<file path="config.mk">
export PLATFORM = sky130hd
export DESIGN_NAME = mdr_dump_device_flat
export DESIGN_NICKNAME = d
export VERILOG_FILES = /design/src/mdr_pkg.sv /design/src/mdr_link_if.sv /design/src/mdr_dump_device.sv /design/src/flat_wrapper.sv
export SDC_FILE = /design/constraint.sdc
export NUM_CORES = 1
export LEC_CHECK = 0
export ABC_AREA = 0
export ABC_CLOCK_PERIOD_IN_PS = 5100
export BUFFER_PORTS_ARGS = -buffer_cell sky130_fd_sc_hd__buf_4
export CORE_UTILIZATION = 53
export CTS_CLUSTER_DIAMETER = 80
export DETAILED_ROUTE_END_ITERATION = 7
export PLACE_DENSITY_LB_ADDON = 0.1
export SETUP_SLACK_MARGIN = 0.5
export SLEW_MARGIN = 10
export SYNTH_ARGS = -nofsm -noshare
export SYNTH_HDL_FRONTEND = slang
export SYNTH_SLANG_ARGS = --single-unit
export TNS_END_PERCENT = 10
</file>
<file path="constraint.sdc">
create_clock -name clock -period 5.1 [get_ports clock]
set_clock_uncertainty 0.15 [all_clocks]
set_input_delay 0.255 -clock clock [delete_from_list [all_inputs] [get_ports clock]]
set_output_delay 0.255 -clock clock [all_outputs]
set_load 0.01 [all_outputs]
</file>
<file path="src/mdr_pkg.sv">
// Shared constants and state types for the memory dump reply readout link.
package mdr_pkg;

  // ==========================================================================
  // Command codes
  localparam logic [7:0] MDR_OP_DUMP = 8'h94;
  localparam logic [7:0] MDR_OP_READ = 8'h00;

  // ==========================================================================
  // Dump parameter layout
  localparam logic [2:0] MDR_LAST_PARAM  = 3'h6;
  localparam int         MDR_PARAM_BITS  = 56;
  localparam int         MDR_ADDR_BITS   = 20;
  localparam int         MDR_COUNT_BITS  = 20;
  localparam int         MDR_ADDR_LSB    = 32;
  localparam logic [3:0] MDR_DUMP_BYTES  = 4'h8;
  localparam logic [3:0] MDR_QUERY_BYTES = 4'h1;

  // ==========================================================================
  // Reply framing and buffer
  localparam logic [7:0] MDR_QUERY_COUNT = 8'h00;
  localparam logic [1:0] MDR_LAST_BYTE   = 2'h3;
  localparam logic [1:0] MDR_FIFO_DEPTH  = 2'h2;
  localparam int         MDR_FIFO_ENTRY  = 2;

  // ==========================================================================
  // Reset values
  localparam logic [7:0] MDR_BYTE_RST = 8'h00;

  // ==========================================================================
  // State machines
  typedef enum logic [4:0] {
    MDR_D_IDLE  = 5'h01,
    MDR_D_PARAM = 5'h02,
    MDR_D_FETCH = 5'h04,
    MDR_D_SPLIT = 5'h08,
    MDR_D_QUERY = 5'h10
  } mdr_dev_state_e;

  typedef enum logic [3:0] {
    MDR_H_IDLE   = 4'h1,
    MDR_H_SEND   = 4'h2,
    MDR_H_RDCMD  = 4'h4,
    MDR_H_RDWAIT = 4'h8
  } mdr_host_state_e;

endpackage

</file>
<file path="src/mdr_link_if.sv">
// Byte-wide command and reply link between host and device.
`timescale 1ns/1ps
interface mdr_link_if;
  logic       cmd_valid;
  logic       cmd_ready;
  logic [7:0] cmd_byte;
  logic       rep_valid;
  logic       rep_ready;
  logic [7:0] rep_byte;

  modport dev (
    input  cmd_valid,
    input  cmd_byte,
    input  rep_ready,
    output cmd_ready,
    output rep_valid,
    output rep_byte
  );

  modport hst (
    output cmd_valid,
    output cmd_byte,
    output rep_ready,
    input  cmd_ready,
    input  rep_valid,
    input  rep_byte
  );
endinterface

</file>
<file path="src/mdr_dump_device.sv">
// Device end: command parser, memory dump fetcher and reply readout.
`timescale 1ns/1ps
// Summary of operation
// - Dump byte, three address, four count bytes.
// - Fetch N consecutive words as reply data.
// - Only low twenty address bits are used.
// - Count is twenty bits; host stays in range.
// - Host issues four reads per dumped word.
// - After the last byte is buffered, return to idle command state.
// - Zero byte read returns one reply byte.
// - Host reads at least once after queries.
// - Reply: count word, then interpreter status.
module mdr_dump_device (
  // Clock and reset.
  input  wire logic        clock,
  input  wire logic        rst,
  // Link to the host.
  mdr_link_if.dev          link,
  // Memory read port.
  output logic             mem_req,
  output logic [19:0]      mem_addr,
  input  wire logic        mem_ack,
  input  wire logic [31:0] mem_rdata,
  // Interpreter status and activity.
  input  wire logic [7:0]  interpreter_status_word,
  output logic             dump_busy
);

  // ==========================================================================
  // State and storage
  mdr_pkg::mdr_dev_state_e state_r;
  mdr_pkg::mdr_dev_state_e state_nxt;
  logic [55:0] param_r;
  logic [2:0]  pcnt_r;
  logic [19:0] addr_r;
  logic [19:0] left_r;
  logic [31:0] word_r;
  logic [1:0]  bidx_r;
  logic        qidx_r;
  logic        ready_r;
  logic        rep_valid_r;
  logic [7:0]  rep_byte_r;
  logic        mem_req_r;
  logic        busy_r;
  logic [7:0]  fifo_mem_r [0:1];
  logic        wr_ptr_r;
  logic        rd_ptr_r;
  logic [1:0]  fcnt_r;

  // ==========================================================================
  // Command decode
  wire        in_idle    = (state_r == mdr_pkg::MDR_D_IDLE);
  wire        in_param   = (state_r == mdr_pkg::MDR_D_PARAM);
  wire        in_fetch   = (state_r == mdr_pkg::MDR_D_FETCH);
  wire        in_split   = (state_r == mdr_pkg::MDR_D_SPLIT);
  wire        in_query   = (state_r == mdr_pkg::MDR_D_QUERY);
  wire        take       = link.cmd_valid & ready_r;
  wire        is_read    = (link.cmd_byte == mdr_pkg::MDR_OP_READ);
  wire        is_dump    = (link.cmd_byte == mdr_pkg::MDR_OP_DUMP);
  wire        take_param = take & in_param;
  // After the dump parameters, every byte is taken as a read until idle.
  wire        take_read  = take & ~in_param & (~in_idle | is_read);
  wire        take_dump  = take & in_idle & is_dump;
  wire        take_query = take & in_idle & ~is_read & ~is_dump;
  wire        last_param = take_param & (pcnt_r == mdr_pkg::MDR_LAST_PARAM);
  // The seventh byte completes the field as it arrives.
  wire [55:0] param_full = {param_r[47:0], link.cmd_byte};
  wire [19:0] start_addr =
    param_full[mdr_pkg::MDR_ADDR_LSB +: mdr_pkg::MDR_ADDR_BITS];
  wire [19:0] word_count = param_full[19:0];

  // ==========================================================================
  // Buffer decode
  wire        fifo_has   = (fcnt_r != 2'h0);
  wire        fifo_room  = (fcnt_r != mdr_pkg::MDR_FIFO_DEPTH);
  wire [7:0]  fifo_head  = fifo_mem_r[rd_ptr_r];
  wire        pop        = take_read & fifo_has;
  wire [31:0] word_sh    = word_r << {bidx_r, 3'h0};
  wire [7:0]  split_byte = word_sh[31:24];
  wire [7:0]  query_byte = qidx_r ? interpreter_status_word : mdr_pkg::MDR_QUERY_COUNT;
  wire        push_req   = in_split | in_query;
  wire        push       = push_req & fifo_room;
  wire [7:0]  push_byte  = in_split ? split_byte : query_byte;
  wire        last_split = push & in_split & (bidx_r == mdr_pkg::MDR_LAST_BYTE);
  wire        last_query = push & in_query & qidx_r;
  // An empty buffer in idle answers with the interpreter status byte.
  wire [7:0]  reply_src  = fifo_has ? fifo_head : interpreter_status_word;
  wire [1:0]  fcnt_nxt   = fcnt_r + {1'b0, push} - {1'b0, pop};

  // ==========================================================================
  // Ready decode
  // Every condition here can only be spoiled by a take, so a raised ready
  // never points at a byte that would be refused.
  wire        ok_idle    = in_idle & ~rep_valid_r;
  wire        ok_dump    = (in_fetch | in_split) & ~rep_valid_r & fifo_has;
  wire        ready_nxt  = (in_param | ok_idle | ok_dump) & ~take;
  wire        rep_free   = rep_valid_r & link.rep_ready;

  // ==========================================================================
  // Next state
  always_comb begin
    state_nxt = state_r;
    unique case (state_r)
      mdr_pkg::MDR_D_IDLE: begin
        if (take_dump) begin
          state_nxt = mdr_pkg::MDR_D_PARAM;
        end else if (take_query) begin
          state_nxt = mdr_pkg::MDR_D_QUERY;
        end
      end
      mdr_pkg::MDR_D_PARAM: begin
        if (last_param) begin
          // A zero count returns straight to command parsing.
          if (word_count == 20'h00000) begin
            state_nxt = mdr_pkg::MDR_D_IDLE;
          end else begin
            state_nxt = mdr_pkg::MDR_D_FETCH;
          end
        end
      end
      mdr_pkg::MDR_D_FETCH: begin
        if (mem_ack) begin
          state_nxt = mdr_pkg::MDR_D_SPLIT;
        end
      end
      mdr_pkg::MDR_D_SPLIT: begin
        if (last_split) begin
          if (left_r == 20'h00001) begin
            state_nxt = mdr_pkg::MDR_D_IDLE;
          end else begin
            state_nxt = mdr_pkg::MDR_D_FETCH;
          end
        end
      end
      mdr_pkg::MDR_D_QUERY: begin
        if (last_query) begin
          state_nxt = mdr_pkg::MDR_D_IDLE;
        end
      end
      default: begin
        state_nxt = mdr_pkg::MDR_D_IDLE;
      end
    endcase
  end

  // ==========================================================================
  // Control registers
  always_ff @(posedge clock or posedge rst) begin
    if (rst) begin
      state_r   <= mdr_pkg::MDR_D_IDLE;
      ready_r   <= 1'b0;
      mem_req_r <= 1'b0;
      busy_r    <= 1'b0;
    end else begin
      state_r   <= state_nxt;
      ready_r   <= ready_nxt;
      mem_req_r <= (state_nxt == mdr_pkg::MDR_D_FETCH) & ~mem_ack;
      busy_r    <= (state_nxt != mdr_pkg::MDR_D_IDLE);
    end
  end

  // Parameter shifter; the counter restarts on every dump command.
  always_ff @(posedge clock or posedge rst) begin
    if (rst) begin
      param_r <= 56'h0;
      pcnt_r  <= 3'h0;
    end else if (take_dump) begin
      pcnt_r  <= 3'h0;
    end else if (take_param) begin
      param_r <= param_full;
      pcnt_r  <= pcnt_r + 3'h1;
    end
  end

  // Address and words left; the address wraps inside twenty bits.
  always_ff @(posedge clock or posedge rst) begin
    if (rst) begin
      addr_r <= 20'h00000;
      left_r <= 20'h00000;
    end else if (last_param) begin
      addr_r <= start_addr;
      left_r <= word_count;
    end else if (last_split) begin
      addr_r <= addr_r + 20'h00001;
      left_r <= left_r - 20'h00001;
    end
  end

  // Fetched word is held while its four bytes enter the buffer.
  always_ff @(posedge clock or posedge rst) begin
    if (rst) begin
      word_r <= 32'h0;
      bidx_r <= 2'h0;
    end else if (in_fetch & mem_ack) begin
      word_r <= mem_rdata;
      bidx_r <= 2'h0;
    end else if (push & in_split) begin
      bidx_r <= bidx_r + 2'h1;
    end
  end

  // Query reply byte index.
  always_ff @(posedge clock or posedge rst) begin
    if (rst) begin
      qidx_r <= 1'b0;
    end else if (take_query) begin
      qidx_r <= 1'b0;
    end else if (push & in_query) begin
      qidx_r <= 1'b1;
    end
  end

  // ==========================================================================
  // Two-entry reply buffer
  // Splitting stalls on a full buffer, so a slow host loses no byte.
  for (genvar i = 0; i < mdr_pkg::MDR_FIFO_ENTRY; i++) begin : g_ent
    always_ff @(posedge clock or posedge rst) begin
      if (rst) begin
        fifo_mem_r[i] <= mdr_pkg::MDR_BYTE_RST;
      end else if (push && (wr_ptr_r == 1'(i))) begin
        fifo_mem_r[i] <= push_byte;
      end
    end
  end

  // Buffer pointers and fill count.
  always_ff @(posedge clock or posedge rst) begin
    if (rst) begin
      wr_ptr_r <= 1'b0;
      rd_ptr_r <= 1'b0;
      fcnt_r   <= 2'h0;
    end else begin
      wr_ptr_r <= wr_ptr_r ^ push;
      rd_ptr_r <= rd_ptr_r ^ pop;
      fcnt_r   <= fcnt_nxt;
    end
  end

  // ==========================================================================
  // Reply register
  // Each read loads exactly one byte; it stands until the host takes it.
  always_ff @(posedge clock or posedge rst) begin
    if (rst) begin
      rep_valid_r <= 1'b0;
      rep_byte_r  <= mdr_pkg::MDR_BYTE_RST;
    end else if (take_read) begin
      rep_valid_r <= 1'b1;
      rep_byte_r  <= reply_src;
    end else if (rep_free) begin
      rep_valid_r <= 1'b0;
    end
  end

  // ==========================================================================
  // Outputs
  assign link.cmd_ready = ready_r;
  assign link.rep_valid = rep_valid_r;
  assign link.rep_byte  = rep_byte_r;
  assign mem_req        = mem_req_r;
  assign mem_addr       = addr_r;
  assign dump_busy      = busy_r;

endmodule // mdr_dump_device

</file>
<file path="src/flat_wrapper.sv">
// flat-port wrapper written by rule: the top's interface ports become plain ports
module mdr_dump_device_flat 
  (clock, rst, mem_req, mem_addr, mem_ack, mem_rdata, interpreter_status_word, dump_busy, link_cmd_valid, link_cmd_byte, link_rep_ready, link_cmd_ready, link_rep_valid, link_rep_byte);
  mdr_link_if link_i ();
  input  wire logic clock;
  input  wire logic rst;
  output logic mem_req;
  output logic [19:0] mem_addr;
  input  wire logic mem_ack;
  input  wire logic [31:0] mem_rdata;
  input  wire logic [7:0] interpreter_status_word;
  output logic dump_busy;
  input wire logic [$bits(link_i.cmd_valid)-1:0] link_cmd_valid;
  input wire logic [$bits(link_i.cmd_byte)-1:0] link_cmd_byte;
  input wire logic [$bits(link_i.rep_ready)-1:0] link_rep_ready;
  output wire logic [$bits(link_i.cmd_ready)-1:0] link_cmd_ready;
  output wire logic [$bits(link_i.rep_valid)-1:0] link_rep_valid;
  output wire logic [$bits(link_i.rep_byte)-1:0] link_rep_byte;
  assign link_i.cmd_valid = link_cmd_valid;
  assign link_i.cmd_byte = link_cmd_byte;
  assign link_i.rep_ready = link_rep_ready;
  assign link_cmd_ready = link_i.cmd_ready;
  assign link_rep_valid = link_i.rep_valid;
  assign link_rep_byte = link_i.rep_byte;
  mdr_dump_device u_core (.clock(clock), .rst(rst), .link(link_i), .mem_req(mem_req), .mem_addr(mem_addr), .mem_ack(mem_ack), .mem_rdata(mem_rdata), .interpreter_status_word(interpreter_status_word), .dump_busy(dump_busy));
endmodule
</file>
==> summary.txt <==
Status
  • Outcome: finished with violations
  • Failing checks: hold timing

Detailed routing
  • DRC violation count after routing: 0
  • Pre-antenna DRT Iters: 5
  • Wire length per cell: around 17 um
  • Vias per cell: roughly 6
  • Antenna violation net count after detailed routing: 0
  • Total number of vias: 5704
  • Routed wire length: 16800 um
  • Detailed Route Iter0 Violations: between 400 and 500

Global route
  • Via count of the first global-routing pass: 5575
  • Initial antenna violation count: 0
  • Wire length of the first global-routing pass: about 28000 um
  • GRT Overall Usage: 0.252
  • Final global-route overflow total: 0
  • Largest net degree at the start of global routing: 84

Yosys
  • Number of synthesized flops with an enable pin: 0
  • Gate count of the mapped netlist: between 600 and 700
  • Synth top area share: 0.533
  • Share of synthesized area occupied by flip-flops and latches: 0.536
  • Mapped cell area: 7420 um2
  • Synth area leaders: sky130_fd_sc_hd__dfrtp_1, sky130_fd_sc_hd__mux2_2, sky130_fd_sc_hd__a21oi_1
  • Top cell types by occurrence after synthesis: sky130_fd_sc_hd__dfrtp_1, sky130_fd_sc_hd__mux2_2, sky130_fd_sc_hd__nand2_1, sky130_fd_sc_hd__nor2_1, sky130_fd_sc_hd__a21oi_1
  • Ys async rst share: 1.00
  • Post-Syn Nets: roughly 730
  • Ys Warns: 0
  • Count of distinct cell types in the synthesized netlist: slightly below 60
  • Library cell occupying the most area in the post-synthesis netlist: sky130_fd_sc_hd__dfrtp_1
  • Primary FF master, synth: sky130_fd_sc_hd__dfrtp_1
  • Dominant cell by count in the synthesized netlist: sky130_fd_sc_hd__dfrtp_1
  • Flip-flop and latch count after synthesis: about 160
  • Syn_area_per_cell: 11.2 um2

Final layout
  • Number of nets at the end of the flow: ~850
  • Multi-input gate area in the final layout: between 3000 and 4000 um2
  • Summed area of non-filler cells in the final layout: 9250 um2
  • Share of the core filled with cells: 0.688
  • Share of layout cells above drive strength 1: 0.271
  • Total area of sequential cells: 3980 um2
  • Area added between synthesis and finish: 24.7%
  • # fillers: roughly 1000
  • Number of antenna cells inserted: 0
  • Final std cells w/o fill: approximately 980

Clock tree
  • Clk pin slew, worst setup/hold paths: 60 ps
  • Clock sinks: roughly 160
  • Maximum level of the CTS H-tree: 4
  • Resized cells post-CTS: 0
  • Root Buffer Master: sky130_fd_sc_hd__clkbuf_16
  • Max Buffers Root-to-Sink: 2
  • Latest clock arrival within the worst-skew pair: 430 ps
  • Buffers inserted during post-CTS setup optimization: 0
  • Cts bufs inserted: 17
  • CTS tree: done

Timing
  • Remaining max-slew budget at the tightest pin: 0.196
  • Period utilisation layout: 0.586
  • Worst Tran Pin Value: around 1200 ps
  • Final Slew Violations: 0
  • Final min period: between 2000 and 3000 ps
  • Setup total negative slack: 0 ps
  • Setup Viol. Count Final: 0
  • Number of endpoints with negative hold slack in the final report: 5
  • Unrepaired setup endpoints after global routing: false
  • Final hold slack: -11.4 ps
  • Max Clk Rate: 335 MHz

Worst setup path
  • Cell breakdown of the critical path: ha_1 > and4bb_1 > and3_1 > nor2_1 > buf_4 > a2111oi_1
  • Number of cells on the worst reg-to-reg path: 6
  • Largest stage delay on the critical path: between 700 and 800 ps
  • RR Startpoint: u_core.bidx_r[0]
  • Crit path required time: between 5000 and 6000 ps
  • Arrival @ worst endpoint: between 3000 and 4000 ps
  • Crit Path Category: register to register
  • Maximum fanout along the worst path: 17
  • Startpoint class of the critical path: register
  • Cell type of the slowest stage on the worst timing path: sky130_fd_sc_hd__dfrtp_1
  • Register-to-register path setup slack: approximately 2100 ps
  • Type of destination of the critical path: register
  • Capture instance of the worst register-to-register path: u_core.mem_req

Floorplan
  • Boundary pin count: between 80 and 90
  • Total number of placement rows: 42
  • Die span in x: about 120 um
  • Die Y-Extent: 120 um
  • Area of the placeable core: ~13000 um2
  • Total die area: 14500 um2
  • Starting Density: 0.552

Place
  • PortBufs: between 80 and 90
  • Last weighted congestion value of the routability-driven placer: 0.878
  • Final HPWL from detailed placement: approximately 11000 um
  • Number of placed instances, taps included: 895
  • Placed instance area: ~8200 um2

Power and ir drop
  • Static Leak: 4.34 nW
  • Final total power: around 3.3 mW
  • Total power density per cell area: ~360 nW/um2
  • Logic pwr share: 0.171
  • Switching power summed over all nets: about 0.90 mW
  • Flop pwr share: 0.452
  • Cell-internal power: around 2.4 mW
  • Switching power share of the total: 0.272
  • Peak supply drop: 0.235 mV
  • Clock network fraction of total power: 0.376

Job
  • Max cap viols: 0

Hold path
  • Path category of the worst min-delay check: input port to async pin
## critical path: cells and delay by family, from the launching register on
kind | cells | cell delay, ps
and+or+nand+nor | 3 | 1080
DFF | 1 | 710
AOI/OAI and AO/OA | 1 | 390
adders and majority gates | 1 | 270
buffers and inverters | 1 | 260
## timing repair
item	4_1_cts	5_1_grt
setup endpoints to repair	0	0
hold buffers	49	0
endpoints found under the hold margin	58	0
## worst max path at each step
stage	cells after the start	from	endpoint	slack [ps]
4_1_cts	9	u_core.state_r[3]	u_core.fcnt_r[1]	1800
2_1_floorplan	1	rst	u_core.bidx_r[0]	2680
6_report	6	u_core.bidx_r[0]	u_core.mem_req	2110
3_5_place_dp	9	u_core.state_r[3]	u_core.fcnt_r[1]	1810
3_3_place_gp	9	u_core.state_r[3]	u_core.fcnt_r[1]	1970
5_1_grt	7	u_core.bidx_r[0]	u_core.mem_addr[5]	1930
## per-stage QoR
step           setup WS [ps]  hold WS, ps
3_3_place_gp            1970          302
3_5_place_dp            1810          309
2_1_floorplan           2680          176
5_1_grt                 1930         70.5
4_1_cts                 1800         25.8
6_report                2110        -11.4
## registers in the layout, summed over array words and instances, names as in the netlist, 2 cells and up
signal	count
u_core.link.rep_byte	8
u_core.fifo_mem_r	16
u_core.state_r	5
u_core.left_r	20
u_core.pcnt_r	3
u_core.word_r	32
u_core.mem_addr	20
u_core.param_r	44
u_core.bidx_r	2
u_core.fcnt_r	2
## metal layers
layer  part of all wire  GRT usage  wire, um  vias up
met2               0.47      0.392      7880      177
met5                  0          0         0        -
met3              0.049     0.0538       822       19
met1               0.47      0.352      7860     2835
li1                   -          -         -     2673
met4              0.014     0.0841       238        0
## power groups by stage
stage	registers [mW]	logic [mW]	clock network (mW)
3_5_place_dp	1.51	0.530	0
2_1_floorplan	1.50	0.348	0
5_1_grt	1.51	0.643	1.31
6_report	1.49	0.565	1.24
4_1_cts	1.49	0.567	1.26
3_3_place_gp	1.51	0.518	0
## logic make-up after synthesis
kind of cell,synth area share
AND/OR/NAND/NOR,0.141
flip-flops,0.536
AO/OA/AOI/OAI,0.111
multiplexers,0.150
buffers and inverters,0.0278
XOR/XNOR,0.0165
adder cells (fa/ha/maj),0.0169
## layout by cell type (no fill, tap or decap), drive strengths merged, types with 9 or more instances in the layout
| master | instances |
|---|---|
| dfrtp | 158 |
| buf | 91 |
| mux2 | 76 |
| nand2 | 57 |
| nor2 | 56 |
| dlygate4sd3 | 49 |
| a21oi | 44 |
| o21ai | 33 |
| nand3 | 25 |
| clkbuf | 22 |
| and3 | 15 |
| inv | 15 |
| nor3 | 13 |
| o311ai | 12 |
| o211ai | 10 |
| ha | 10 |
| nor4 | 9 |
## area by class of cell
cell class | count | area share
Clock inverter | 10 | 0.0122
Tap cell | 176 | 0.0238
Timing Repair Buffer | 140 | 0.127
Multi-Input combinational cell | 454 | 0.350
Sequential cell | 159 | 0.430
Clock buffer | 22 | 0.0502
Inverter | 16 | 0.00690
(Power assumes the default switching activity.)
